`config.mk`:
```
export PLATFORM = sky130hd
export DESIGN_NAME = shps_present_state
export DESIGN_NICKNAME = d
export VERILOG_FILES = /design/src/rtl/shps_pkg.sv /design/src/rtl/shps_present_state.sv
export VERILOG_INCLUDE_DIRS = /design/src /design/src/rtl
export SDC_FILE = /design/constraint.sdc
export NUM_CORES = 1
export LEC_CHECK = 0
export ABC_AREA = 1
export BUFFER_PORTS_ARGS = -buffer_cell sky130_fd_sc_hd__buf_4
export CAP_MARGIN = 15
export CORE_ASPECT_RATIO = 0.9
export CORE_MARGIN = 2
export CORE_UTILIZATION = 44
export CTS_CLUSTER_DIAMETER = 60
export DETAILED_ROUTE_END_ITERATION = 8
export PLACE_DENSITY = 0.79
export SKIP_LAST_GASP = 1
export SYNTH_ARGS = -nofsm -noshare
export SYNTH_HDL_FRONTEND = slang
export SYNTH_SLANG_ARGS = --single-unit
```
`constraint.sdc`:
```
create_clock -name aclk -period 2 [get_ports aclk]
set_clock_uncertainty 0.05 [all_clocks]
set_input_delay 0.3 -clock aclk [delete_from_list [all_inputs] [get_ports aclk]]
set_output_delay 0.3 -clock aclk [all_outputs]
set_load 0.005 [all_outputs]
```
`src/rtl/shps_defs.svh`:
```
// constants for the sd present-state register bank
`ifndef SHPS_DEFS_SVH
`define SHPS_DEFS_SVH
`define SHPS_ADDR_CH0       32'h4ac0_0024
`define SHPS_ADDR_CH1       32'h4a80_0024
`define SHPS_RESET_VALUE    32'h000a_0000
`define SHPS_BIT_CMD        24
`define SHPS_BIT_DAT_HI     23
`define SHPS_BIT_DAT_LO     20
`define SHPS_BIT_WP         19
`define SHPS_BIT_CD_RAW     18
`define SHPS_BIT_STABLE     17
`define SHPS_BIT_INSERTED   16
`define SHPS_RSV_HI         31
`define SHPS_RSV_LO         25
`define SHPS_WP_TIED        1'h1
`define SHPS_CD_TIED        1'h0
`define SHPS_CLK_PERIOD_NS  50
`define SHPS_DEBOUNCE_NS    100000
`define SHPS_DEBOUNCE_CYC   ((`SHPS_DEBOUNCE_NS + `SHPS_CLK_PERIOD_NS - 1) / `SHPS_CLK_PERIOD_NS)
`define SHPS_RESP_OKAY      2'h0
`define SHPS_RESP_SLVERR    2'h2
`endif

```
`src/rtl/shps_pkg.sv`:
```
// types shared by the sd present-state register bank
package shps_pkg;
  typedef struct packed {
    logic       cmd;
    logic [3:0] dat;
  } shps_sd_lines_type;

  typedef enum logic {
    SHPS_IDLE = 1'b0,
    SHPS_RESP = 1'b1
  } shps_bus_state_type;
endpackage : shps_pkg

```
`src/rtl/shps_present_state.sv`:
```
// sd host present-state status registers, one or two channels, axi4-lite slave
`timescale 1ns/10ps
`include "shps_defs.svh"

module shps_present_state #(
  parameter int CHANNELS        = 2,
  parameter int DEBOUNCE_CYCLES = `SHPS_DEBOUNCE_CYC
) (
  // clock and reset
  input  wire  logic                                          aclk,
  input  wire  logic                                          aresetn,
  // axi4-lite write address and data
  input  wire  logic                                          s_axi_awvalid,
  output logic                                                s_axi_awready,
  input  wire  logic [31:0]                                   s_axi_awaddr,
  input  wire  logic [2:0]                                    s_axi_awprot,
  input  wire  logic                                          s_axi_wvalid,
  output logic                                                s_axi_wready,
  input  wire  logic [31:0]                                   s_axi_wdata,
  input  wire  logic [3:0]                                    s_axi_wstrb,
  // axi4-lite write response
  output logic                                                s_axi_bvalid,
  input  wire  logic                                          s_axi_bready,
  output logic [1:0]                                          s_axi_bresp,
  // axi4-lite read
  input  wire  logic                                          s_axi_arvalid,
  output logic                                                s_axi_arready,
  input  wire  logic [31:0]                                   s_axi_araddr,
  input  wire  logic [2:0]                                    s_axi_arprot,
  output logic                                                s_axi_rvalid,
  input  wire  logic                                          s_axi_rready,
  output logic [31:0]                                         s_axi_rdata,
  output logic [1:0]                                          s_axi_rresp,
  // sd pins, asynchronous
  input  wire  shps_pkg::shps_sd_lines_type [CHANNELS-1:0]    sd_lines,
  // controller side, same clock
  input  wire  logic [CHANNELS-1:0]                           soft_reset_all,
  output logic [CHANNELS-1:0]                                 card_inserted_debounced
);

  localparam int CNT_W = $clog2(DEBOUNCE_CYCLES + 1);

  // only two channel addresses exist, and a single count would hide the unsettled phase
  if (CHANNELS < 1 || CHANNELS > 2) begin : g_bad_channels
    $error("shps: only one or two channels have an address");
  end
  if (DEBOUNCE_CYCLES < 2) begin : g_bad_debounce
    $error("shps: debounce count must be at least two");
  end

  logic [31:0] status [CHANNELS];

  function automatic logic [31:0] chan_addr(input int idx);
    chan_addr = (idx == 0) ? `SHPS_ADDR_CH0 : `SHPS_ADDR_CH1;
  endfunction : chan_addr

  genvar c;
  generate
    for (c = 0; c < CHANNELS; c++) begin : g_ch
      shps_pkg::shps_sd_lines_type lines_meta_q;
      shps_pkg::shps_sd_lines_type lines_q;
      logic                        wp_meta_q;
      logic                        wp_q;
      logic                        cd_n_meta_q;
      logic                        cd_n_q;
      logic                        cd_raw;
      logic                        cd_prev_q;
      logic [CNT_W-1:0]            cnt_q;
      logic                        stable_q;
      logic                        inserted_q;

      // line levels: two flops, soft reset returns them to reset view
      always_ff @(posedge aclk) begin
        if (!aresetn || soft_reset_all[c]) begin
          lines_meta_q <= '0;
          lines_q      <= '0;
        end else begin
          lines_meta_q <= sd_lines[c];
          lines_q      <= lines_meta_q;
        end
      end

      // pins tied inside the device; kept through the synchroniser so a real pin drops in
      always_ff @(posedge aclk) begin
        if (!aresetn || soft_reset_all[c]) begin
          wp_meta_q <= 1'h1;
          wp_q      <= 1'h1;
        end else begin
          wp_meta_q <= `SHPS_WP_TIED;
          wp_q      <= wp_meta_q;
        end
      end

      // card detect on hardware reset only: a soft reset here would fake a removal
      // and drag the stable and inserted bits down through the debouncer
      always_ff @(posedge aclk) begin
        if (!aresetn) begin
          cd_n_meta_q <= 1'h1;
          cd_n_q      <= 1'h1;
        end else begin
          cd_n_meta_q <= `SHPS_CD_TIED;
          cd_n_q      <= cd_n_meta_q;
        end
      end

      assign cd_raw = ~cd_n_q;

      // debouncer runs on hardware reset only, soft reset must not touch it
      always_ff @(posedge aclk) begin
        if (!aresetn) begin
          cd_prev_q  <= 1'h0;
          cnt_q      <= '0;
          stable_q   <= 1'h1;
          inserted_q <= 1'h0;
        end else if (cd_raw != cd_prev_q) begin
          cd_prev_q  <= cd_raw;
          cnt_q      <= '0;
          stable_q   <= 1'h0;
          inserted_q <= 1'h0;
        end else if (cnt_q != CNT_W'(DEBOUNCE_CYCLES)) begin
          cnt_q <= cnt_q + CNT_W'(1);
          if (cnt_q == CNT_W'(DEBOUNCE_CYCLES - 1)) begin
            stable_q   <= 1'h1;
            inserted_q <= cd_raw;
          end
        end
      end

      assign card_inserted_debounced[c] = inserted_q;

      always_comb begin
        status[c]                                      = '0;
        status[c][`SHPS_BIT_CMD]                       = lines_q.cmd;
        status[c][`SHPS_BIT_DAT_HI:`SHPS_BIT_DAT_LO]   = lines_q.dat;
        status[c][`SHPS_BIT_WP]                        = wp_q;
        status[c][`SHPS_BIT_CD_RAW]                    = cd_raw;
        status[c][`SHPS_BIT_STABLE]                    = stable_q;
        status[c][`SHPS_BIT_INSERTED]                  = inserted_q;
      end

    end
  endgenerate

  // write side: address and data taken in either order, then one response
  logic        aw_held_q;
  logic        w_held_q;
  logic        aw_hit_q;
  logic        bvalid_q;
  logic [1:0]  bresp_q;
  logic        aw_hit;

  always_comb begin
    aw_hit = 1'b0;
    for (int i = 0; i < CHANNELS; i++) begin
      if (s_axi_awaddr == chan_addr(i)) aw_hit = 1'b1;
    end
  end

  assign s_axi_awready = !aw_held_q && !bvalid_q;
  assign s_axi_wready  = !w_held_q && !bvalid_q;
  assign s_axi_bvalid  = bvalid_q;
  assign s_axi_bresp   = bresp_q;

  always_ff @(posedge aclk) begin
    if (!aresetn) begin
      aw_held_q <= 1'b0;
      w_held_q  <= 1'b0;
      aw_hit_q  <= 1'b0;
      bvalid_q  <= 1'b0;
      bresp_q   <= `SHPS_RESP_OKAY;
    end else if (bvalid_q) begin
      if (s_axi_bready) bvalid_q <= 1'b0;
    end else if ((aw_held_q || s_axi_awvalid) && (w_held_q || s_axi_wvalid)) begin
      // read-only bank: write data is dropped, mapped address still answers okay
      aw_held_q <= 1'b0;
      w_held_q  <= 1'b0;
      bvalid_q  <= 1'b1;
      bresp_q   <= (aw_held_q ? aw_hit_q : aw_hit) ? `SHPS_RESP_OKAY : `SHPS_RESP_SLVERR;
    end else begin
      if (s_axi_awvalid) begin
        aw_held_q <= 1'b1;
        aw_hit_q  <= aw_hit;
      end
      if (s_axi_wvalid) w_held_q <= 1'b1;
    end
  end

  // read side: one cycle from address to data
  shps_pkg::shps_bus_state_type rd_state_q;
  logic [31:0]                  rdata_q;
  logic [1:0]                   rresp_q;
  logic [31:0]                  rd_word;
  logic                         rd_hit;

  always_comb begin
    rd_word = '0;
    rd_hit  = 1'b0;
    for (int i = 0; i < CHANNELS; i++) begin
      if (s_axi_araddr == chan_addr(i)) begin
        rd_word = status[i];
        rd_hit  = 1'b1;
      end
    end
  end

  assign s_axi_arready = (rd_state_q == shps_pkg::SHPS_IDLE);
  assign s_axi_rvalid  = (rd_state_q == shps_pkg::SHPS_RESP);
  assign s_axi_rdata   = rdata_q;
  assign s_axi_rresp   = rresp_q;

  always_ff @(posedge aclk) begin
    if (!aresetn) begin
      rd_state_q <= shps_pkg::SHPS_IDLE;
      rdata_q    <= '0;
      rresp_q    <= `SHPS_RESP_OKAY;
    end else begin
      case (rd_state_q)
        shps_pkg::SHPS_IDLE: begin
          if (s_axi_arvalid) begin
            rd_state_q <= shps_pkg::SHPS_RESP;
            rdata_q    <= rd_word;
            rresp_q    <= rd_hit ? `SHPS_RESP_OKAY : `SHPS_RESP_SLVERR;
          end
        end
        shps_pkg::SHPS_RESP: begin
          if (s_axi_rready) rd_state_q <= shps_pkg::SHPS_IDLE;
        end
        default: rd_state_q <= shps_pkg::SHPS_IDLE;
      endcase
    end
  end
endmodule : shps_present_state

```
==> impl_metrics.xml <==
<?xml version="1.0" encoding="UTF-8"?>
<metrics>
  <group name="outcome">
    <metric name="run_status" unit="">complete, no violations</metric>
  </group>
  <group name="final_layout">
    <metric name="insertedDiodeCount" unit="">0</metric>
    <metric name="syn2layout_area_growth" unit="%">30.59</metric>
    <metric name="mostFrequentLayoutCells" unit="">sky130_fd_sc_hd__buf_4, sky130_fd_sc_hd__inv_1, sky130_fd_sc_hd__nor2_1, sky130_fd_sc_hd__dfxtp_1, sky130_fd_sc_hd__nand2_1</metric>
    <metric name="layout.cells.most_common" unit="">sky130_fd_sc_hd__buf_4</metric>
    <metric name="num-nets-final" unit="">678</metric>
    <metric name="final_layout_size_suffix_gt1_share" unit="%">24.73</metric>
    <metric name="fillerInstances" unit="">628</metric>
  </group>
  <group name="global_routing">
    <metric name="grt_overflow_total" unit="">0</metric>
    <metric name="global_route.usage.total" unit="%">17.48</metric>
    <metric name="met3_layer_usage_reported_by_global_route" unit="%">6.912</metric>
    <metric name="first_global_vias" unit="">2706</metric>
    <metric name="grt_antenna_before_repair" unit="">0</metric>
    <metric name="grt.met1_usage" unit="%">19.98</metric>
    <metric name="top_usage_layer" unit="">met2</metric>
    <metric name="grt_max_degree" unit="">17</metric>
    <metric name="grt.met2_usage" unit="%">30.11</metric>
    <metric name="grt_first_pass_wirelength" unit="um">11100</metric>
  </group>
  <group name="floorplanning">
    <metric name="num_rows" unit="">29</metric>
    <metric name="top_level_ports" unit="">168</metric>
    <metric name="placeableCoreArea" unit="um2">6967</metric>
    <metric name="die-width" unit="um">93.07</metric>
    <metric name="start_util" unit="%">45.10</metric>
    <metric name="chipHeight" unit="um">84.17</metric>
    <metric name="fp.dieArea" unit="um2">7833</metric>
  </group>
  <group name="placed_design">
    <metric name="hpwl" unit="um">5193</metric>
    <metric name="portBuffers" unit="">99</metric>
    <metric name="gp_congestion" unit="">0.7724</metric>
  </group>
  <group name="routing">
    <metric name="wl_per_cell" unit="um">10.33</metric>
    <metric name="drtIter0Drc" unit="">131</metric>
    <metric name="dr_total_vias" unit="">2896</metric>
    <metric name="remaining_drcs" unit="">0</metric>
    <metric name="drt_first_pass_iters" unit="">5</metric>
    <metric name="finalWirelength" unit="um">6683</metric>
    <metric name="post_drt_via_cell_ratio" unit="">4.476</metric>
    <metric name="ant_nets" unit="">0</metric>
  </group>
  <group name="pwr">
    <metric name="pwr-share-comb" unit="%">11.3</metric>
    <metric name="p_leak" unit="nW">1.991</metric>
    <metric name="clock_power_share" unit="%">43.3</metric>
    <metric name="power_switching_share" unit="%">22.69</metric>
    <metric name="cell_internal_pwr" unit="mW">2.387</metric>
    <metric name="peak_ir_drop_on_the_vdd_network" unit="mV">0.7460</metric>
    <metric name="sequentialPowerShare" unit="%">45.3</metric>
    <metric name="powerDensity" unit="nW/um2">752.7</metric>
    <metric name="switching_power" unit="mW">0.7006</metric>
  </group>
  <group name="worst_hold_path">
    <metric name="timing.hold.worst_path_depth" unit="">3</metric>
    <metric name="hp-class" unit="">input pin to flop</metric>
  </group>
  <group name="clock_tree">
    <metric name="tritoncts_buffers" unit="">9</metric>
    <metric name="cts_hold_buf" unit="">0</metric>
    <metric name="worst_skew_pair.late_latency" unit="ns">0.34</metric>
    <metric name="cts_num_sinks" unit="">66</metric>
    <metric name="path_clk_slew" unit="ns">0.07</metric>
    <metric name="clk_root_buffer_cell" unit="">sky130_fd_sc_hd__clkbuf_8</metric>
    <metric name="cts.path.max_buffers" unit="">2</metric>
    <metric name="cts_resized" unit="">0</metric>
    <metric name="clock_tree_from_tritoncts" unit="">built</metric>
    <metric name="cts_setup_buffers" unit="">0</metric>
    <metric name="h-tree-depth" unit="">3</metric>
  </group>
  <group name="synth">
    <metric name="ys.warnings.count" unit="">0</metric>
    <metric name="ys_async_sr_fraction" unit="%">0</metric>
    <metric name="netlist-cell-type-count" unit="">30</metric>
    <metric name="mappedNetlistArea" unit="um2">3142</metric>
    <metric name="synth-edff-count" unit="">0</metric>
    <metric name="ys_ff_latch" unit="">66</metric>
    <metric name="syn_area_per_cell" unit="um2">7.029</metric>
    <metric name="seq_area_frac_synth" unit="%">42.05</metric>
    <metric name="synthCells" unit="">447</metric>
    <metric name="yosys_most_used_dff" unit="">sky130_fd_sc_hd__dfxtp_1</metric>
  </group>
  <group name="critical_path">
    <metric name="timing.reg2reg.worst_path_depth" unit="">7</metric>
    <metric name="critPathKind" unit="">flop to flop</metric>
    <metric name="cp_max_fo" unit="">5</metric>
    <metric name="startpoint_type" unit="">flop</metric>
    <metric name="worst-endpoint-arrival" unit="ns">1.75</metric>
    <metric name="required_arrival_time_at_the_worst_endpoint" unit="ns">2.23</metric>
    <metric name="worst_setup_path_end_kind" unit="">flop</metric>
  </group>
  <group name="timing">
    <metric name="finalCriticalPeriod" unit="ns">1.515</metric>
    <metric name="grt_setup_unrepaired" unit="">false</metric>
    <metric name="final-max-slew-violation-count" unit="">0</metric>
    <metric name="report.final.hold_viol_count" unit="">0</metric>
    <metric name="final_min_period_over_clock_period" unit="%">75.76</metric>
    <metric name="max_frequency" unit="GHz">0.6600</metric>
    <metric name="timing.final.setup_violations" unit="">0</metric>
    <metric name="setup-tns-final" unit="ns">0</metric>
    <metric name="finalHoldWorstSlack" unit="ns">0.1148</metric>
  </group>
  <group name="flow_run">
    <metric name="max-cap-violations" unit="">0</metric>
  </group>
</metrics>
## cells in the mapped netlist (2+ instances only)
cell type,number,share of area (%)
sky130_fd_sc_hd__xor2_1,2,0.56
sky130_fd_sc_hd__a21oi_1,25,4.0
sky130_fd_sc_hd__nand4_1,5,1.0
sky130_fd_sc_hd__buf_4,30,7.2
sky130_fd_sc_hd__nor3_1,9,1.4
sky130_fd_sc_hd__nand3_1,32,5.1
sky130_fd_sc_hd__or2_2,4,0.80
sky130_fd_sc_hd__nand2_1,61,7.3
sky130_fd_sc_hd__o21ai_1,2,0.32
sky130_fd_sc_hd__nor3_2,2,0.64
sky130_fd_sc_hd__inv_1,82,9.8
sky130_fd_sc_hd__or2_0,4,0.80
sky130_fd_sc_hd__a211oi_1,4,0.96
sky130_fd_sc_hd__dfxtp_1,66,42
sky130_fd_sc_hd__buf_2,4,0.64
sky130_fd_sc_hd__nor2_1,76,9.1
sky130_fd_sc_hd__o21ai_0,15,2.4
sky130_fd_sc_hd__nor2_4,2,0.72
sky130_fd_sc_hd__nor2_2,4,0.80
sky130_fd_sc_hd__ha_1,4,1.6
sky130_fd_sc_hd__nand2_2,5,1.0
## registers in the layout (all words and copies together) (netlist names), 2 cells and up
name	flops
s_axi_rdata	9
g_ch.lines_q	10
g_ch.inserted_q	2
g_ch.cd_prev_q	2
g_ch.lines_meta_q	10
g_ch.stable_q	2
g_ch.cnt_q	22
## kinds of logic after synthesis
group | share of synthesized area, %
simple gates | 29.67
buf+inv | 17.84
flops | 42.06
compound gates | 8.164
fa+ha+maj | 1.593
xor+xnor | 0.5576
other cells | 0.1194
## routing by layer
metal  up-vias  share of wire, %
li1       1523                 -
met1      1282                43
met2        81                49
met3        10               6.7
met4         0               1.2
met5         -                 0
## metrics by stage
step	area, um2	util, %	instances	power, mW	setup WS [ns]
floorplan	3232	-	471	1.618	0.6351
global placement	3861	55.42	631	1.770	0.4645
finish	4103	58.89	647	3.088	0.4849
CTS	4103	58.89	647	3.112	0.4515
detailed placement	3861	55.42	631	1.781	0.4235
global route	4103	58.89	647	3.225	0.2584
## area by class of cell
type | count | area (um2) | area share [%]
clock inverters | 7 | 117.6 | 2.867
flip-flops and latches | 66 | 1321 | 32.21
inverters | 84 | 315.3 | 7.685
clock buffers | 9 | 123.9 | 3.019
well taps | 93 | 116.4 | 2.836
multi-input cells | 287 | 1350 | 32.91
repair buffers | 101 | 758.2 | 18.48
## power groups by stage
stage / registers [mW] / clock network (mW) / logic (mW)
2_1_floorplan: 1.42 / 0 / 0.196
3_3_place_gp: 1.43 / 0 / 0.341
3_5_place_dp: 1.43 / 0 / 0.351
4_1_cts: 1.40 / 1.36 / 0.353
5_1_grt: 1.41 / 1.42 / 0.399
6_report: 1.40 / 1.34 / 0.350
## path summary, 6_finish.rpt
check                     startpoint                 endpoint  slack, ns
max                 g_ch[1].cnt_q[0]       g_ch[1].inserted_q       0.48
min                      sd_lines[1]  g_ch[0].lines_meta_q[1]       0.11
max reg2reg         g_ch[1].cnt_q[0]       g_ch[1].inserted_q       0.48
min reg2reg  g_ch[1].lines_meta_q[2]       g_ch[1].lines_q[2]       0.35
## critical path: stages, from the launching register on
cell and delay [ns]:
sky130_fd_sc_hd__dfxtp_1 0.40, sky130_fd_sc_hd__ha_1 0.19, sky130_fd_sc_hd__nand2_1 0.07, sky130_fd_sc_hd__inv_2 0.07, sky130_fd_sc_hd__nand2_1 0.08, sky130_fd_sc_hd__nor3b_1 0.35
sky130_fd_sc_hd__o21ai_0 0.13, sky130_fd_sc_hd__a21oi_1 0.12
No activity file was read; power rests on OpenSTA's default activity.
